<file path="config.mk">
export PLATFORM = sky130hd
export DESIGN_NAME = ipag_addr_gen
export DESIGN_NICKNAME = d
export VERILOG_FILES = /design/src/rtl/ipag_pkg.sv /design/src/rtl/ipag_adder.sv /design/src/rtl/ipag_addr_gen.sv
export VERILOG_INCLUDE_DIRS = /design/src /design/src/rtl
export SDC_FILE = /design/constraint.sdc
export NUM_CORES = 1
export LEC_CHECK = 0
export ABC_AREA = 0
export BUFFER_PORTS_ARGS = -buffer_cell sky130_fd_sc_hd__buf_2
export CAP_MARGIN = 20
export CELL_PAD_IN_SITES_DETAIL_PLACEMENT = 0
export CELL_PAD_IN_SITES_GLOBAL_PLACEMENT = 1
export CORE_MARGIN = 2
export CORE_UTILIZATION = 37
export DETAILED_ROUTE_END_ITERATION = 10
export PLACE_DENSITY = 0.8
export REMOVE_ABC_BUFFERS = 1
export SLEW_MARGIN = 20
export SYNTH_ARGS = -nofsm -noshare
export SYNTH_HDL_FRONTEND = slang
export SYNTH_SLANG_ARGS = --single-unit
</file>
<file path="constraint.sdc">
create_clock -name clk_sys -period 2.4 [get_ports clk_sys]
set_clock_uncertainty 0.05 [all_clocks]
set_input_delay 0.24 -clock clk_sys [delete_from_list [all_inputs] [get_ports clk_sys]]
set_output_delay 0.24 -clock clk_sys [all_outputs]
set_load 0.01 [all_outputs]
</file>
<file path="src/rtl/ipag_defines.svh">
// constants for the indirect pointer address generator
`ifndef IPAG_DEFINES_SVH
`define IPAG_DEFINES_SVH
`define IPAG_ADDR_W     23
`define IPAG_IDX_W      16
`define IPAG_STEP_ONE   23'h00_0001
`define IPAG_STEP_TWO   23'h00_0002
`define IPAG_PTR_RST    23'h00_0000
`define IPAG_MODE_DSP   1'b0
`define IPAG_CMPT_NEW   1'b0
`endif

</file>
<file path="src/rtl/ipag_pkg.sv">
// types for the indirect pointer address generator
package ipag_pkg;
	// pointer modification kinds
	typedef enum logic [2:0] {
		IPAG_OP_PLAIN  = 3'h0,
		IPAG_OP_POSTINC = 3'h1,
		IPAG_OP_POSTDEC = 3'h2,
		IPAG_OP_POSTIDX = 3'h3,
		IPAG_OP_PREIMM  = 3'h4
	} ipag_op_e;
	// access space
	typedef enum logic [1:0] {
		IPAG_SP_DATA = 2'h0,
		IPAG_SP_MMR  = 2'h1,
		IPAG_SP_RBIT = 2'h2,
		IPAG_SP_IO   = 2'h3
	} ipag_space_e;
	// handshake states, one-hot
	typedef enum logic [1:0] {
		IPAG_ST_IDLE = 2'b01,
		IPAG_ST_DONE = 2'b10
	} ipag_state_e;
endpackage

</file>
<file path="src/rtl/ipag_adder.sv">
// 23-bit wrapping pointer adder; the offset arrives already extended to 23 bits
`timescale 1ns/1ps
`include "ipag_defines.svh"
module ipag_adder
	import ipag_pkg::*;
(
	input  wire logic [`IPAG_ADDR_W-1:0] base,     // pointer value
	input  wire logic [`IPAG_ADDR_W-1:0] offset,   // already extended offset
	input  wire logic                    subtract, // subtract instead of add
	output logic      [`IPAG_ADDR_W-1:0] result    // wrapped result
);
	// --------------------------------
	// wrap arithmetic
	// --------------------------------
	// carry or borrow past bit 22 is dropped by the fixed width
	always_comb begin
		if (subtract) begin
			result = base - offset;
		end else begin
			result = base + offset;
		end
	end
endmodule // ipag_adder

</file>
<file path="src/rtl/ipag_addr_gen.sv">
// indirect pointer address generator top
// --------------------------------
// --------------------------------
// --------------------------------
// Request timing
// --------------------------------
// edge 0: req, op, size, space and operands sampled together
// edge 1: ack or err rises for one cycle; addr, ptr_new, ptr_we with ack
// edge 2: pulses drop; addr and ptr_new hold until the next accepted op
// a request may follow every cycle; the pointer file outside must forward
// ptr_new while ptr_we is high, or the next op reads a stale pointer
// a refused op keeps addr and ptr_new, so a late write-back stays harmless
// --------------------------------
// Limitations
// --------------------------------
// bit-reverse, circular and dual-pointer operands are not decoded; their
// codes are left unused and answer with err
// every input comes from logic on clk_sys, so none is resynchronised
// one request at a time: the output registers and the st_r state register are the only storage
`timescale 1ns/1ps
`include "ipag_defines.svh"
module ipag_addr_gen
	import ipag_pkg::*;
(
	input  wire logic                    clk_sys,          // cpu clock
	input  wire logic                    rst,              // async reset, high
	input  wire logic                    req,              // one-cycle request
	input  wire logic [2:0]              op,               // ipag_op_e code
	input  wire logic [1:0]              space,            // ipag_space_e code
	input  wire logic                    wide,             // double word or bit pair
	input  wire logic                    parallel,         // paired with other insn
	input  wire logic                    addr_mode_select, // 0 dsp, 1 control
	input  wire logic                    legacy_compat_bit,// index source select
	input  wire logic [`IPAG_ADDR_W-1:0] extended_aux_pointer_n,    // pointer in
	input  wire logic [`IPAG_ADDR_W-1:0] extended_aux_pointer_zero, // alt index
	input  wire logic [`IPAG_IDX_W-1:0]  temp_index_zero,  // 16-bit index
	input  wire logic [`IPAG_IDX_W-1:0]  imm16_offset,     // 16-bit immediate
	output logic                         ack,              // result valid pulse
	output logic                         err,              // refused request pulse
	output logic      [`IPAG_ADDR_W-1:0] addr,             // operand address
	output logic      [`IPAG_ADDR_W-1:0] ptr_new,          // updated pointer
	output logic                         ptr_we            // write pointer back
);
	// --------------------------------
	// helpers
	// --------------------------------
	function automatic logic [`IPAG_ADDR_W-1:0] sext16(input logic [`IPAG_IDX_W-1:0] v);
		sext16 = {{(`IPAG_ADDR_W-`IPAG_IDX_W){v[`IPAG_IDX_W-1]}}, v};
	endfunction

	// index for the post-add form: sign-extended temp index, or the full
	// 23-bit alternate pointer when the legacy bit is set
	function automatic logic [`IPAG_ADDR_W-1:0] idx_pick(
		input logic                    compat, // legacy compat bit
		input logic [`IPAG_IDX_W-1:0]  t_idx,  // 16-bit index
		input logic [`IPAG_ADDR_W-1:0] p_idx   // 23-bit alternate pointer
	);
		if (compat == `IPAG_CMPT_NEW) begin
			idx_pick = sext16(t_idx);
		end else begin
			idx_pick = p_idx;
		end
	endfunction

	// operand set of each mode; both sets hold every form decoded here, so
	// the mode bit only matters once mode-only forms are added
	function automatic logic in_op_set(input logic mode, input ipag_op_e o);
		in_op_set = 1'b0;
		if (mode == `IPAG_MODE_DSP) begin
			case (o)
				IPAG_OP_PLAIN, IPAG_OP_POSTINC:   in_op_set = 1'b1;
				IPAG_OP_POSTDEC, IPAG_OP_POSTIDX: in_op_set = 1'b1;
				IPAG_OP_PREIMM:                   in_op_set = 1'b1;
				default:                          in_op_set = 1'b0;
			endcase
		end else begin
			// control set: post-decrement is listed here explicitly
			case (o)
				IPAG_OP_PLAIN, IPAG_OP_POSTINC:   in_op_set = 1'b1;
				IPAG_OP_POSTDEC, IPAG_OP_POSTIDX: in_op_set = 1'b1;
				IPAG_OP_PREIMM:                   in_op_set = 1'b1;
				default:                          in_op_set = 1'b0;
			endcase
		end
	endfunction

	// --------------------------------
	// operand decode
	// --------------------------------
	logic [`IPAG_ADDR_W-1:0] step;
	logic [`IPAG_ADDR_W-1:0] offset;
	logic                    sub;
	logic [`IPAG_ADDR_W-1:0] sum;
	logic                    legal;
	logic                    modify;
	logic                    pre;
	ipag_op_e                op_c;

	// step, offset and legality per operand kind
	always_comb begin
		op_c   = ipag_op_e'(op);
		// bit access sizes map the same as word sizes
		step   = wide ? `IPAG_STEP_TWO : `IPAG_STEP_ONE;
		offset = step;
		sub    = 1'b0;
		modify = 1'b1;
		pre    = 1'b0;
		legal  = 1'b1;
		case (op_c)
			IPAG_OP_PLAIN: begin
				modify = 1'b0; // pointer untouched, every space
			end
			IPAG_OP_POSTINC: begin
				offset = step;
			end
			IPAG_OP_POSTDEC: begin
				sub = 1'b1;
			end
			IPAG_OP_POSTIDX: begin
				// index source by compat bit, added after the address
				offset = idx_pick(legacy_compat_bit, temp_index_zero,
					extended_aux_pointer_zero);
			end
			IPAG_OP_PREIMM: begin
				offset = sext16(imm16_offset);
				pre    = 1'b1;
				// no io space, no parallel issue
				legal  = (ipag_space_e'(space) != IPAG_SP_IO) && !parallel;
			end
			default: begin
				legal  = 1'b0;
			end
		endcase
		// a form outside the selected mode's set is refused like a bad code
		if (!in_op_set(addr_mode_select, op_c)) begin
			legal = 1'b0;
		end
	end

	// one shared adder serves every form; it subtracts only for post-decrement
	ipag_adder u_add (
		.base     (extended_aux_pointer_n),
		.offset   (offset),
		.subtract (sub),
		.result   (sum)
	);

	// --------------------------------
	// output registers
	// --------------------------------
	ipag_state_e             st_r,   st_nxt;
	logic                    ack_r,  ack_nxt;
	logic                    err_r,  err_nxt;
	logic                    we_r,   we_nxt;
	logic [`IPAG_ADDR_W-1:0] addr_r, addr_nxt;
	logic [`IPAG_ADDR_W-1:0] ptr_r,  ptr_nxt;

	// address before or after modification, one cycle latency
	always_comb begin
		st_nxt   = IPAG_ST_IDLE;
		ack_nxt  = 1'b0;
		err_nxt  = 1'b0;
		we_nxt   = 1'b0;
		addr_nxt = addr_r;
		ptr_nxt  = ptr_r;
		case (st_r)
			IPAG_ST_IDLE, IPAG_ST_DONE: begin
				if (req && legal) begin
					st_nxt   = IPAG_ST_DONE;
					ack_nxt  = 1'b1;
					// pre form uses the updated pointer as address
					addr_nxt = pre ? sum : extended_aux_pointer_n;
					ptr_nxt  = modify ? sum : extended_aux_pointer_n;
					we_nxt   = modify;
				end else if (req) begin
					err_nxt  = 1'b1; // refused, pointer kept
				end
			end
			default: begin
				st_nxt = IPAG_ST_IDLE;
			end
		endcase
	end

	// registers only; reset clears every pulse so no stray write-back leaves
	// while the cpu is held
	always_ff @(posedge clk_sys or posedge rst) begin
		if (rst) begin
			st_r   <= IPAG_ST_IDLE;
			ack_r  <= 1'b0;
			err_r  <= 1'b0;
			we_r   <= 1'b0;
			addr_r <= `IPAG_PTR_RST;
			ptr_r  <= `IPAG_PTR_RST;
		end else begin
			st_r   <= st_nxt;
			ack_r  <= ack_nxt;
			err_r  <= err_nxt;
			we_r   <= we_nxt;
			addr_r <= addr_nxt;
			ptr_r  <= ptr_nxt;
		end
	end

	// outputs come straight from the registers
	assign ack     = ack_r;
	assign err     = err_r;
	assign addr    = addr_r;
	assign ptr_new = ptr_r;
	assign ptr_we  = we_r;
endmodule // ipag_addr_gen

</file>
After elaboration in Yosys (flattened, before gate mapping):

Index checks and enable logic that the tools add are counted.

* output and inout port bits: 49
* memory bits (writable): 0
* bits of input ports: 90
* register bits after elaboration: 51
* memories: 0
* latch bits: 0
* memory bits (read-only): 0

* divide/modulo/power cells: 0
* equal/unequal tests: 7
* $lt $le $gt $ge: 0
* $mul: 0
* add/sub/neg operators: 2
* reductions and logical operators: 8
* muxes and demuxes: 21
* bitwise gates (word level): 0
* shift operators: 0

Operators with widths (count)
* $mux W23: 4
* $pmux W23 S2: 1
* $add A23 B23 Y23: 1
* $sub A23 B23 Y23: 1
* $mux W1: 12
* $eq A3 B2 Y1 const B: 2
* $mux W2: 3
* $reduce_or A5 Y1: 1
* $reduce_or A4 Y1: 1
* $eq A3 B1 Y1 const B: 1
* $eq A3 B3 Y1 const B: 1
* $logic_not A3 Y1: 1
* $eq A2 B1 Y1 const B: 1
* $eq A2 B2 Y1 const B: 1
* $logic_and A1 B1 Y1: 2
* $ne A2 B2 Y1 const B: 1
* $pmux W1 S2: 1
* $reduce_and A2 Y1: 1
* $reduce_or A2 Y1: 1
* $logic_not A1 Y1: 1

Depth between registers and ports, before layout:

Gate-level depths: netlist of run 1.

* depth in word-level cells: 7
* mapped depth: 21

By module:

From an unflattened synthesis of run 1, not the netlist that was laid out.

* cells, all modules: 479
* area, all modules: 4787.1 um^2

By module, submodules not included
* ipag_addr_gen: area each 3027.9 um^2, sequential area each 1252.5 um^2, cells an instance 237, instances 1
* ipag_adder: area each 1759.2 um^2, sequential area each 0.0 um^2, cells an instance 242, instances 1

Worst setup path before layout of run 1:

Ideal clock, no wire load.

* kind: input to register
* start: in legacy_compat_bit
* end: reg ptr_r[22], in the netlist ptr_new[22]
* arrival: 4.260 ns
* slack: -2.014 ns
* path buffers: 1
* setup time: 0.104 ns
* required time: 2.246 ns
* cell stages on the path: 20
* cells stage by stage: buf_6 > mux2_4 > a31o_1 > a221o_1 > or3_4 > or3_4 > nor2_4 > nand4_1 > o21a_1 > o221a_1 > ha_1 > nand3_1 > nor4_1 > o21ai_0 > nand3_1 > a41oi_1 > o21a_1 > nand2b_1 > mux2_2 > o311ai_1

* cells in the longest elaborated chain, start to end: 5
* elaborated cells between the ends (all ways): 6

Ends and longest elaborated chain
* start: declaration: RTL line ipag_addr_gen.sv:33 `input wire logic legacy_compat_bit,`
* $mux W23 *: RTL line ipag_addr_gen.sv:58 `` if (compat == `IPAG_CMPT_NEW) begin ``
* $pmux W23 S2 *: RTL line ipag_addr_gen.sv:109 `case (op_c)`
* $add A23 B23 Y23 or $sub A23 B23 Y23 (tied branches): RTL line ipag_adder.sv:20, ipag_adder.sv:18
* $mux W23 *: RTL line ipag_adder.sv:17 `if (subtract) begin`
* $mux W23 *: RTL line ipag_addr_gen.sv:173 `ptr_nxt = modify ? sum : extended_aux_pointer_n;`
* end signal: assignment: RTL line ipag_addr_gen.sv:194 `` ptr_r <= `IPAG_PTR_RST; ``
* end signal: assignment: RTL line ipag_addr_gen.sv:201 `ptr_r <= ptr_nxt;`
* end: declaration: RTL line ipag_addr_gen.sv:156 `` logic [`IPAG_ADDR_W-1:0] ptr_r, ptr_nxt; ``

Mark *: on every way between the ends. The rest lies on a longest branch, timed or not.
A chain may end at the register's enable or synchronous reset.

Worst setup path after layout of run 1:

Ends and elaborated chain as after synthesis.

==> results by stage, run 1 <==
Timing:
- Of the available clock period, the critical path in the final layout requires 167%.
- The max-slew violation count is 0.
- Based on the critical path, the design can be clocked at up to 249 MHz.
- The count of endpoints failing setup in the final report is 42.
- The number of endpoints with negative hold slack in the final report is 0.
- The minimum period implied by the final worst setup slack is ~4 ns.
- Across all hold checks on the routed design, the worst slack comes to approximately 0.12 ns.
- Setup slack on the critical path of the routed design comes to -1.62 ns.
- The final sum of negative setup slack is -48.68 ns.
- Setup repair after global routing could not meet its margin everywhere.
- The transition time of the tightest slew-check pin is 0.804 ns.
- The relative slew slack is 46.4%.

Status:
- The final reports fail on setup timing.
- The run finished, with violations left.

Drt:
- The vias after detailed routing is between 5000 and 6000.
- For this block, the initial DRC count from the detailed router was 273.
- The number of DRC violations after detailed routing is 0.
- The wire length after detailed routing is 15900 um.
- The detail route stage leaves a number of antenna-violating nets equal to 0.
- The post-detailed-route wirelength per cell is 15.3 um.
- Dividing the detail-routed via count by the number of cells gives 5.20.
- The first TritonRoute pass finished after 4 iterations.

Clock network:
- The H-tree generated during clock tree synthesis spans 2 levels.
- The clock-pin transition on the worst setup and hold timing paths is 0.07 ns.
- The CTS buffer count is 5.
- The clock tree from TritonCTS is yes.
- The maximum clock insertion buffer count is 2.
- The tree is rooted in a clkbuf_16.
- The insertion delay of the later-clocked pin in the worst-skew pair is 0.29 ns.
- Clock tree synthesis found a total of 50 sinks.

Final layout:
- The fraction of layout cells with a size suffix above 1 is 47.0%.
- The post-route cell area is 7420 um^2.
- Measured on the finished design, the core utilization comes to 62.3%.
- In the final design database the tool counted 1004 nets.
- In the layout the commonest cells are buf_4, buf_2, nand2_1.
- Relative to the synthesized area, the layout overhead comes to 65.9%.
- The layout has 1030 filler cells.
- 0 antenna diodes ended up in the layout.
- The library cell used most frequently in the layout, excluding fill and tap cells, is buf_4.

Worst setup path:
- For the worst setup path, the data arrival time is 4.16 ns.
- The data required time at the worst endpoint is 2.54 ns.
- The critical path endpoint category is a flop.
- The worst setup path is launched from a primary input.
- The path type of the worst setup path is in2reg.
- The maximum fanout encountered on the critical timing path is 4.

Floorplan:
- The total die area is 13000 um^2.
- After floorplanning, the core was sized to cover 11900 um^2.
- The die is 114 um tall.
- In this run the core area contains 40 standard-cell rows.
- The floorplan step set the die width to about 110 um.
- For this configuration, the core starts out at a cell density of between 30% and 40%.
- In this run the count of I/O pins placed on the die edge is 139.

Power:
- Summed over all cells, the static leakage comes to 3.59 nW.
- The maximum VDD drop is 0.000328 V.
- For this design the ratio of total power to cell area is 677 nW/um^2.
- The post-layout total power is 5.02 mW.

Yosys:
- In this run, synthesis inferred 0 flip-flops with an integrated enable.
- The netlist area before placement is 4470 um^2.
- Of all flip-flops after synthesis, the portion carrying an async set or reset was between 90% and 100%.
- For this run, the number of Yosys warnings is 0.
- The sequential fraction of the synthesis area is between 20% and 30%.
- The register bit total from synthesis is 50.
- The synthesized instance count is ~600.
- The predominant post-synthesis flop cell is dfrtp_1.
- The mean area per synthesized cell is 7.41 um^2.
- Counting distinct cell types in the post-synthesis netlist gives 64.

Placed design:
- The post-place instance area is 6440 um^2.
- The congestion estimate from routability-driven global placement came to 0.896.
- Buffers placed on the I/O ports in this run total 137.
- After legalization and detailed placement, the total HPWL measured 12000 um.

Flow run:
- Across the run, the number of max-cap violations was 0.

GRT:
- The largest net degree at the start of global routing is 34.
- The overall global routing resource usage is roughly a quarter.
- The via count of the first global-routing pass is 5281.
- The number of antenna violations at the first check in global routing is 0.
- The global-route congestion overflow total is 0.
- The first global-routing pass estimated between 20000 and 30000 um of wire.

Min path:
- The class of the tightest hold or removal check is in2reg.
## through the flow
stage / setup WS, ns / std cells
floorplan: -3.38 / 572
global placement: -2.13 / 1016
detailed placement: -2.21 / 1016
CTS: -1.64 / 1033
global route: -1.79 / 1038
finish: -1.62 / 1038
## state kept, by name, indices dropped and copies added (netlist names)
name     flops
addr        23
st_r         1
err          1
ptr_new     23
ack          1
ptr_we       1
## power by group
part           leakage [nW]  internal, mW  switching [mW]
Clock                0.0971         0.626           0.327
Combinational          2.92          1.41            1.41
Sequential            0.573          1.11           0.146
Total                  3.59          3.15            1.88
## synthesized netlist by cell type, types with 3 or more instances
cell type | count | area, um^2
dfrtp_1 | 49 | 1230
nor2_1 | 69 | 259
nor2b_1 | 5 | 31.3
o31ai_1 | 3 | 22.5
inv_1 | 13 | 48.8
nand2b_1 | 7 | 43.8
nor3_1 | 13 | 65.1
a211oi_1 | 3 | 22.5
or3_1 | 4 | 25.0
o21ai_0 | 41 | 205
buf_1 | 3 | 11.3
xor2_1 | 18 | 158
a31oi_1 | 33 | 206
mux2_2 | 3 | 33.8
mux2i_1 | 14 | 140
o21bai_1 | 4 | 30.0
nand2_1 | 109 | 409
and3_1 | 6 | 37.5
a21oi_1 | 59 | 295
and4_1 | 3 | 26.3
xnor2_1 | 15 | 131
and2_1 | 4 | 25.0
nand3b_1 | 3 | 22.5
nor3b_1 | 3 | 22.5
nand3_1 | 15 | 75.1
ha_1 | 23 | 288
a21o_1 | 7 | 52.6
clkbuf_1 | 24 | 90.1
o21a_1 | 7 | 52.6
## metal layers
layer	wire length [um]	track usage (%)	vias to the layer above
met1	7180	31.0	2526
met4	209	5.93	0
met5	0	0	-
met3	731	3.24	15
met2	7770	41.8	137
li1	-	-	2722
## logic make-up after synthesis
family,share of synthesized area [%]
AND/OR/NAND/NOR,26.1
XOR/XNOR,6.46
adder cells (fa/ha/maj),6.88
AO/OA/AOI/OAI,24.2
multiplexers,4.22
flip-flops,28.0
buffers and inverters,4.17
## layout make-up
cell class              count  area (um^2)  share of cell area [%]
inverters                  13         48.8                   0.657
flip-flops and latches     50         1250                    16.9
well taps                 147          184                    2.48
multi-input cells         509         3650                    49.1
clock buffers               6          139                    1.87
repair buffers            311         2090                    28.2
clock inverters             2         60.1                   0.809
## worst max-delay path, stage by stage
cell and delay, ns:
buf_6 0.09, mux2_4 0.28, a31o_1 0.18, a221o_1 0.31, or3_4 0.37, or3_4 0.35, nor2_4 0.09, nand4_1 0.09
o21a_1 0.12, o221a_1 0.27, ha_4 0.25, buf_4 0.14, a21oi_4 0.12, o21ai_2 0.09, a2bb2oi_2 0.18, nand3_2 0.11
a41oi_2 0.22, o21a_1 0.23, nand2_1 0.07, mux2_2 0.27, o311ai_1 0.08
## final timing paths
| path | startpoint | endpoint | slack, ns | depth (start not counted) |
|---|---|---|---|---|
| worst min register to register | addr[0] | addr[0] | 0.43 | 2 |
| max in group asynchronous | rst | st_r[0] | 1.06 | 4 |
| min in group asynchronous | rst | addr[16] | 0.43 | 3 |
| worst min-delay path | req | err | 0.12 | 3 |
| worst max register to register | st_r[0] | ptr_new[22] | 0.44 | 7 |
| worst max-delay path | legacy_compat_bit | ptr_new[22] | -1.62 | 21 |
## repair_timing
action	in CTS	in global routing
endpoints found under the setup margin	44	42
pin swaps	65	44
hold endpoints to repair	17	0
hold buffers	1	0
gates resized for setup	92	54
setup buffers	8	8
Note: power is estimated with default switching activity, not from simulation.
==> inputs of run 2 (changes only) <==
==> constraint.sdc (replaced) <==
create_clock -name clk_sys -period 4.08 [get_ports clk_sys]
set_clock_uncertainty 0.05 [all_clocks]
set_input_delay 0.408 -clock clk_sys [delete_from_list [all_inputs] [get_ports clk_sys]]
set_output_delay 0.408 -clock clk_sys [all_outputs]
set_load 0.02 [all_outputs]
==> results by stage, run 2 (synthesis results as in run 1) <==
Power:
- The power dissipated by switching net loads is 1.14 mW (-40%).
- The power share of the sequential group is 26.2% (+1.2 points).
- The maximum VDD drop is 0.000176 V (-46%).
- The switching share of power is 40.2% (+2.8 points).
- The reported leakage power came to 3.23 nW (-10%).
- The total power density per cell area came to 426 nW/um^2 (-37%).
- The part of the power in combinational logic was 54.6% (-1.4 points).
- The internal power of the cells came to 1.69 mW (-46%).
- The clock network fraction of total power was 19.3% (+0.3 points).

Worst setup path:
- STA classifies the critical path endpoint as a flop.
- The data required time at the worst endpoint is 4.24 ns (+1.70 ns).
- STA classifies the critical path startpoint as a primary input.
- The path type of the worst setup path is in2reg.
- The worst setup slack for register-to-register paths is 1.89 ns (+1.45 ns).
- The maximum fanout encountered on the critical timing path is 4 (unchanged).
- The worst path arrival time was 4.27 ns (+0.11 ns).
- The number of cell instances on the worst register-to-register path is 6 (-1).
- The startpoint identified for the worst register-to-register timing path is st_r[0].
- In this run the critical register-to-register path is captured at addr[17].

Clock network:
- The H-tree depth was 2 (unchanged).
- The CTS sink count is 50 (unchanged).
- The maximum clock insertion buffer count is 2 (unchanged).
- The insertion delay of the later-clocked pin in the worst-skew pair is 0.29 ns (about the same).
- The clock tree from TritonCTS is yes.
- The number of buffers added to fix hold violations after cts is 0 (-1).
- The clock-pin transition on the worst setup and hold timing paths came to 0.07 ns (about the same).
- The clock root buffer is clkbuf_16.
- The CTS buffer count is 5 (unchanged).

Status:
- The checks that failed: setup timing.
- The flow ran to the end, but the final reports show violations.

Timing:
- The final sum of negative setup slack came to -0.0622 ns (+48.61 ns).
- Setup repair after global routing could not meet its margin everywhere.
- The worst hold slack was 0.215 ns (+0.0968 ns).
- The count of endpoints failing setup in the final report is 2 (-95%).
- The number of endpoints with negative hold slack in the final report came to 0 (unchanged).
- Of the available clock period, the critical path in the final layout requires 101%.
- The relative slew slack is 41.7% (-4.7 points).
- The minimum period implied by the final worst setup slack is 4.12 ns.
- The max-slew violation count is 0 (unchanged).
- The transition time of the tightest slew-check pin came to 0.874 ns (+0.0701 ns).
- The final critical-path setup slack is -0.0355 ns (+1.58 ns).
- The top achievable clock speed is 243 MHz.

Placed design:
- The post-place instance area is 6030 um^2 (-6.4%).
- The last weighted congestion value of the routability-driven placer is 0.934 (+4.2%).
- The count of input and output buffers is 137 (unchanged).
- The number of cells in the design after placement is 963 (-5.2%).
- The sum of net half-perimeters after detailed placement is 11600 um (-3.7%).

Final layout:
- The post-route cell area is 6640 um^2 (-11%).
- From synthesis to final layout, the design area changed by 48.4%.
- Leaving out fill and tap cells, the most frequent cells in the layout are buf_2, nand2_1, buf_4.
- The number of standard cells in the layout, taps in and fillers out is 980 (-5.6%).
- The number of diodes added for antenna fixing is 0 (unchanged).
- The net count reported at finish is 946 (-5.8%).
- The post-layout utilization of the core is 55.7% (-6.6 points).
- The fraction of layout cells with a size suffix above 1 was 38.9% (-8.1 points).
- The leading cell type in the layout, fill and taps excluded is buf_2.

Min path:
- In this run the worst hold path is classified as in2async.

Floorplan:
- The die outline width is 114 um (unchanged).
- The number of placed I/O pins is 139 (unchanged).
- The height of the die is 114 um (unchanged).
- The area of the core is 11900 um^2 (unchanged).
- The total die area is 13000 um^2 (unchanged).
- The number of core rows is 40 (unchanged).
- The initial core utilization is 37.6% (unchanged).

GRT:
- The number of antenna violations at the first check in global routing was 0 (unchanged).
- The overall global routing resource usage was 22.7% (-1.2 points).
- The largest net degree at the start of global routing is 51 (+50%).
- The global-route congestion overflow total came to 0 (unchanged).
- The via count of the first global-routing pass is 5009 (-5.2%).
- The wire length of the first global-routing pass came to 24000 um (-5.1%).

Drt:
- The vias after detailed routing is 5203 (-3.6%).
- The number of DRC violations after detailed routing is 0 (unchanged).
- The remaining number of nets flagged by the antenna check after routing is 0 (unchanged).
- The first-pass iteration count of the detailed router was 4 (unchanged).
- The number of DRC violations after detailed-routing iteration 0 is 266 (-2.6%).
- The post-detailed-route wirelength per cell was 15.0 um (-1.9%).
- The number of vias per cell after detailed routing came to 5.31 (+2.1%).
- The wire length after detailed routing is 14700 um (-7.3%).

Flow run:
- The count of max-cap constraint violations is 0 (unchanged).
[run 2: per-stage QoR]
| stage | setup slack [ns] | total power, mW |
|---|---|---|
| floorplan | -1.87 | 1.56 |
| global placement | -0.691 | 2.11 |
| detailed placement | -0.760 | 2.15 |
| CTS | -0.111 | 2.75 |
| global route | -0.191 | 3.02 |
| finish | -0.0355 | 2.83 |
[run 2: metal layers]
layer / track usage, % / part of all wire, %
met1: 30.8 / 46
met2: 38.4 / 47
met3: 2.28 / 4.9
met4: 6.42 / 2.2
met5: 0 / 0
[run 2: final cells by class]
| cell class | instances | area, um^2 |
|---|---|---|
| clock buffer | 5 | 125 |
| clock inverter | 3 | 68.8 |
| fill | 1102 | 5270 |
| inverter | 13 | 50.0 |
| multi-input combinational | 509 | 3350 |
| sequential | 50 | 1250 |
| tap | 147 | 184 |
| timing repair buffer | 253 | 1610 |
[run 2: worst max-delay path by stage]
| stage | endpoint | cells after the start | slack (ns) | startpoint |
|---|---|---|---|---|
| after CTS | ptr_new[19] | 21 | -0.11 | legacy_compat_bit |
| final | ptr_new[15] | 21 | -0.04 | legacy_compat_bit |
| after detailed placement | ptr_new[19] | 21 | -0.76 | legacy_compat_bit |
| after floorplan | addr[22] | 17 | -1.87 | op[1] |
| after global routing | ptr_new[22] | 21 | -0.19 | legacy_compat_bit |
| after global placement | ptr_new[22] | 22 | -0.69 | legacy_compat_bit |
[run 2: critical path, stage by stage]
cell	delay [ns]
buf_6	0.10
mux2_4	0.29
a31o_1	0.17
a221o_1	0.32
or3_4	0.33
or3_4	0.35
nor2_4	0.09
nand4_1	0.08
o21a_1	0.11
o221a_1	0.28
ha_4	0.25
buf_6	0.12
a41oi_2	0.14
nor2b_2	0.08
nor3_2	0.15
nand3_1	0.15
a311oi_1	0.31
nor2_1	0.09
xor2_1	0.19
nand2_1	0.09
a31oi_1	0.19
[run 2: power by group through the flow]
stage	combinational (mW)	clock, mW	sequential, mW
2_1_floorplan	0.624	0	0.939
3_3_place_gp	1.37	0	0.742
3_5_place_dp	1.40	0	0.750
4_1_cts	1.46	0.552	0.741
5_1_grt	1.69	0.569	0.760
6_report	1.54	0.545	0.741
[run 2: what timing repair did]
| action | in CTS | in global routing |
|---|---|---|
| buffers inserted | 2 | 7 |
| setup endpoints to repair | 27 | 30 |
| pin swaps | 27 | 38 |
| gates resized for setup | 31 | 42 |
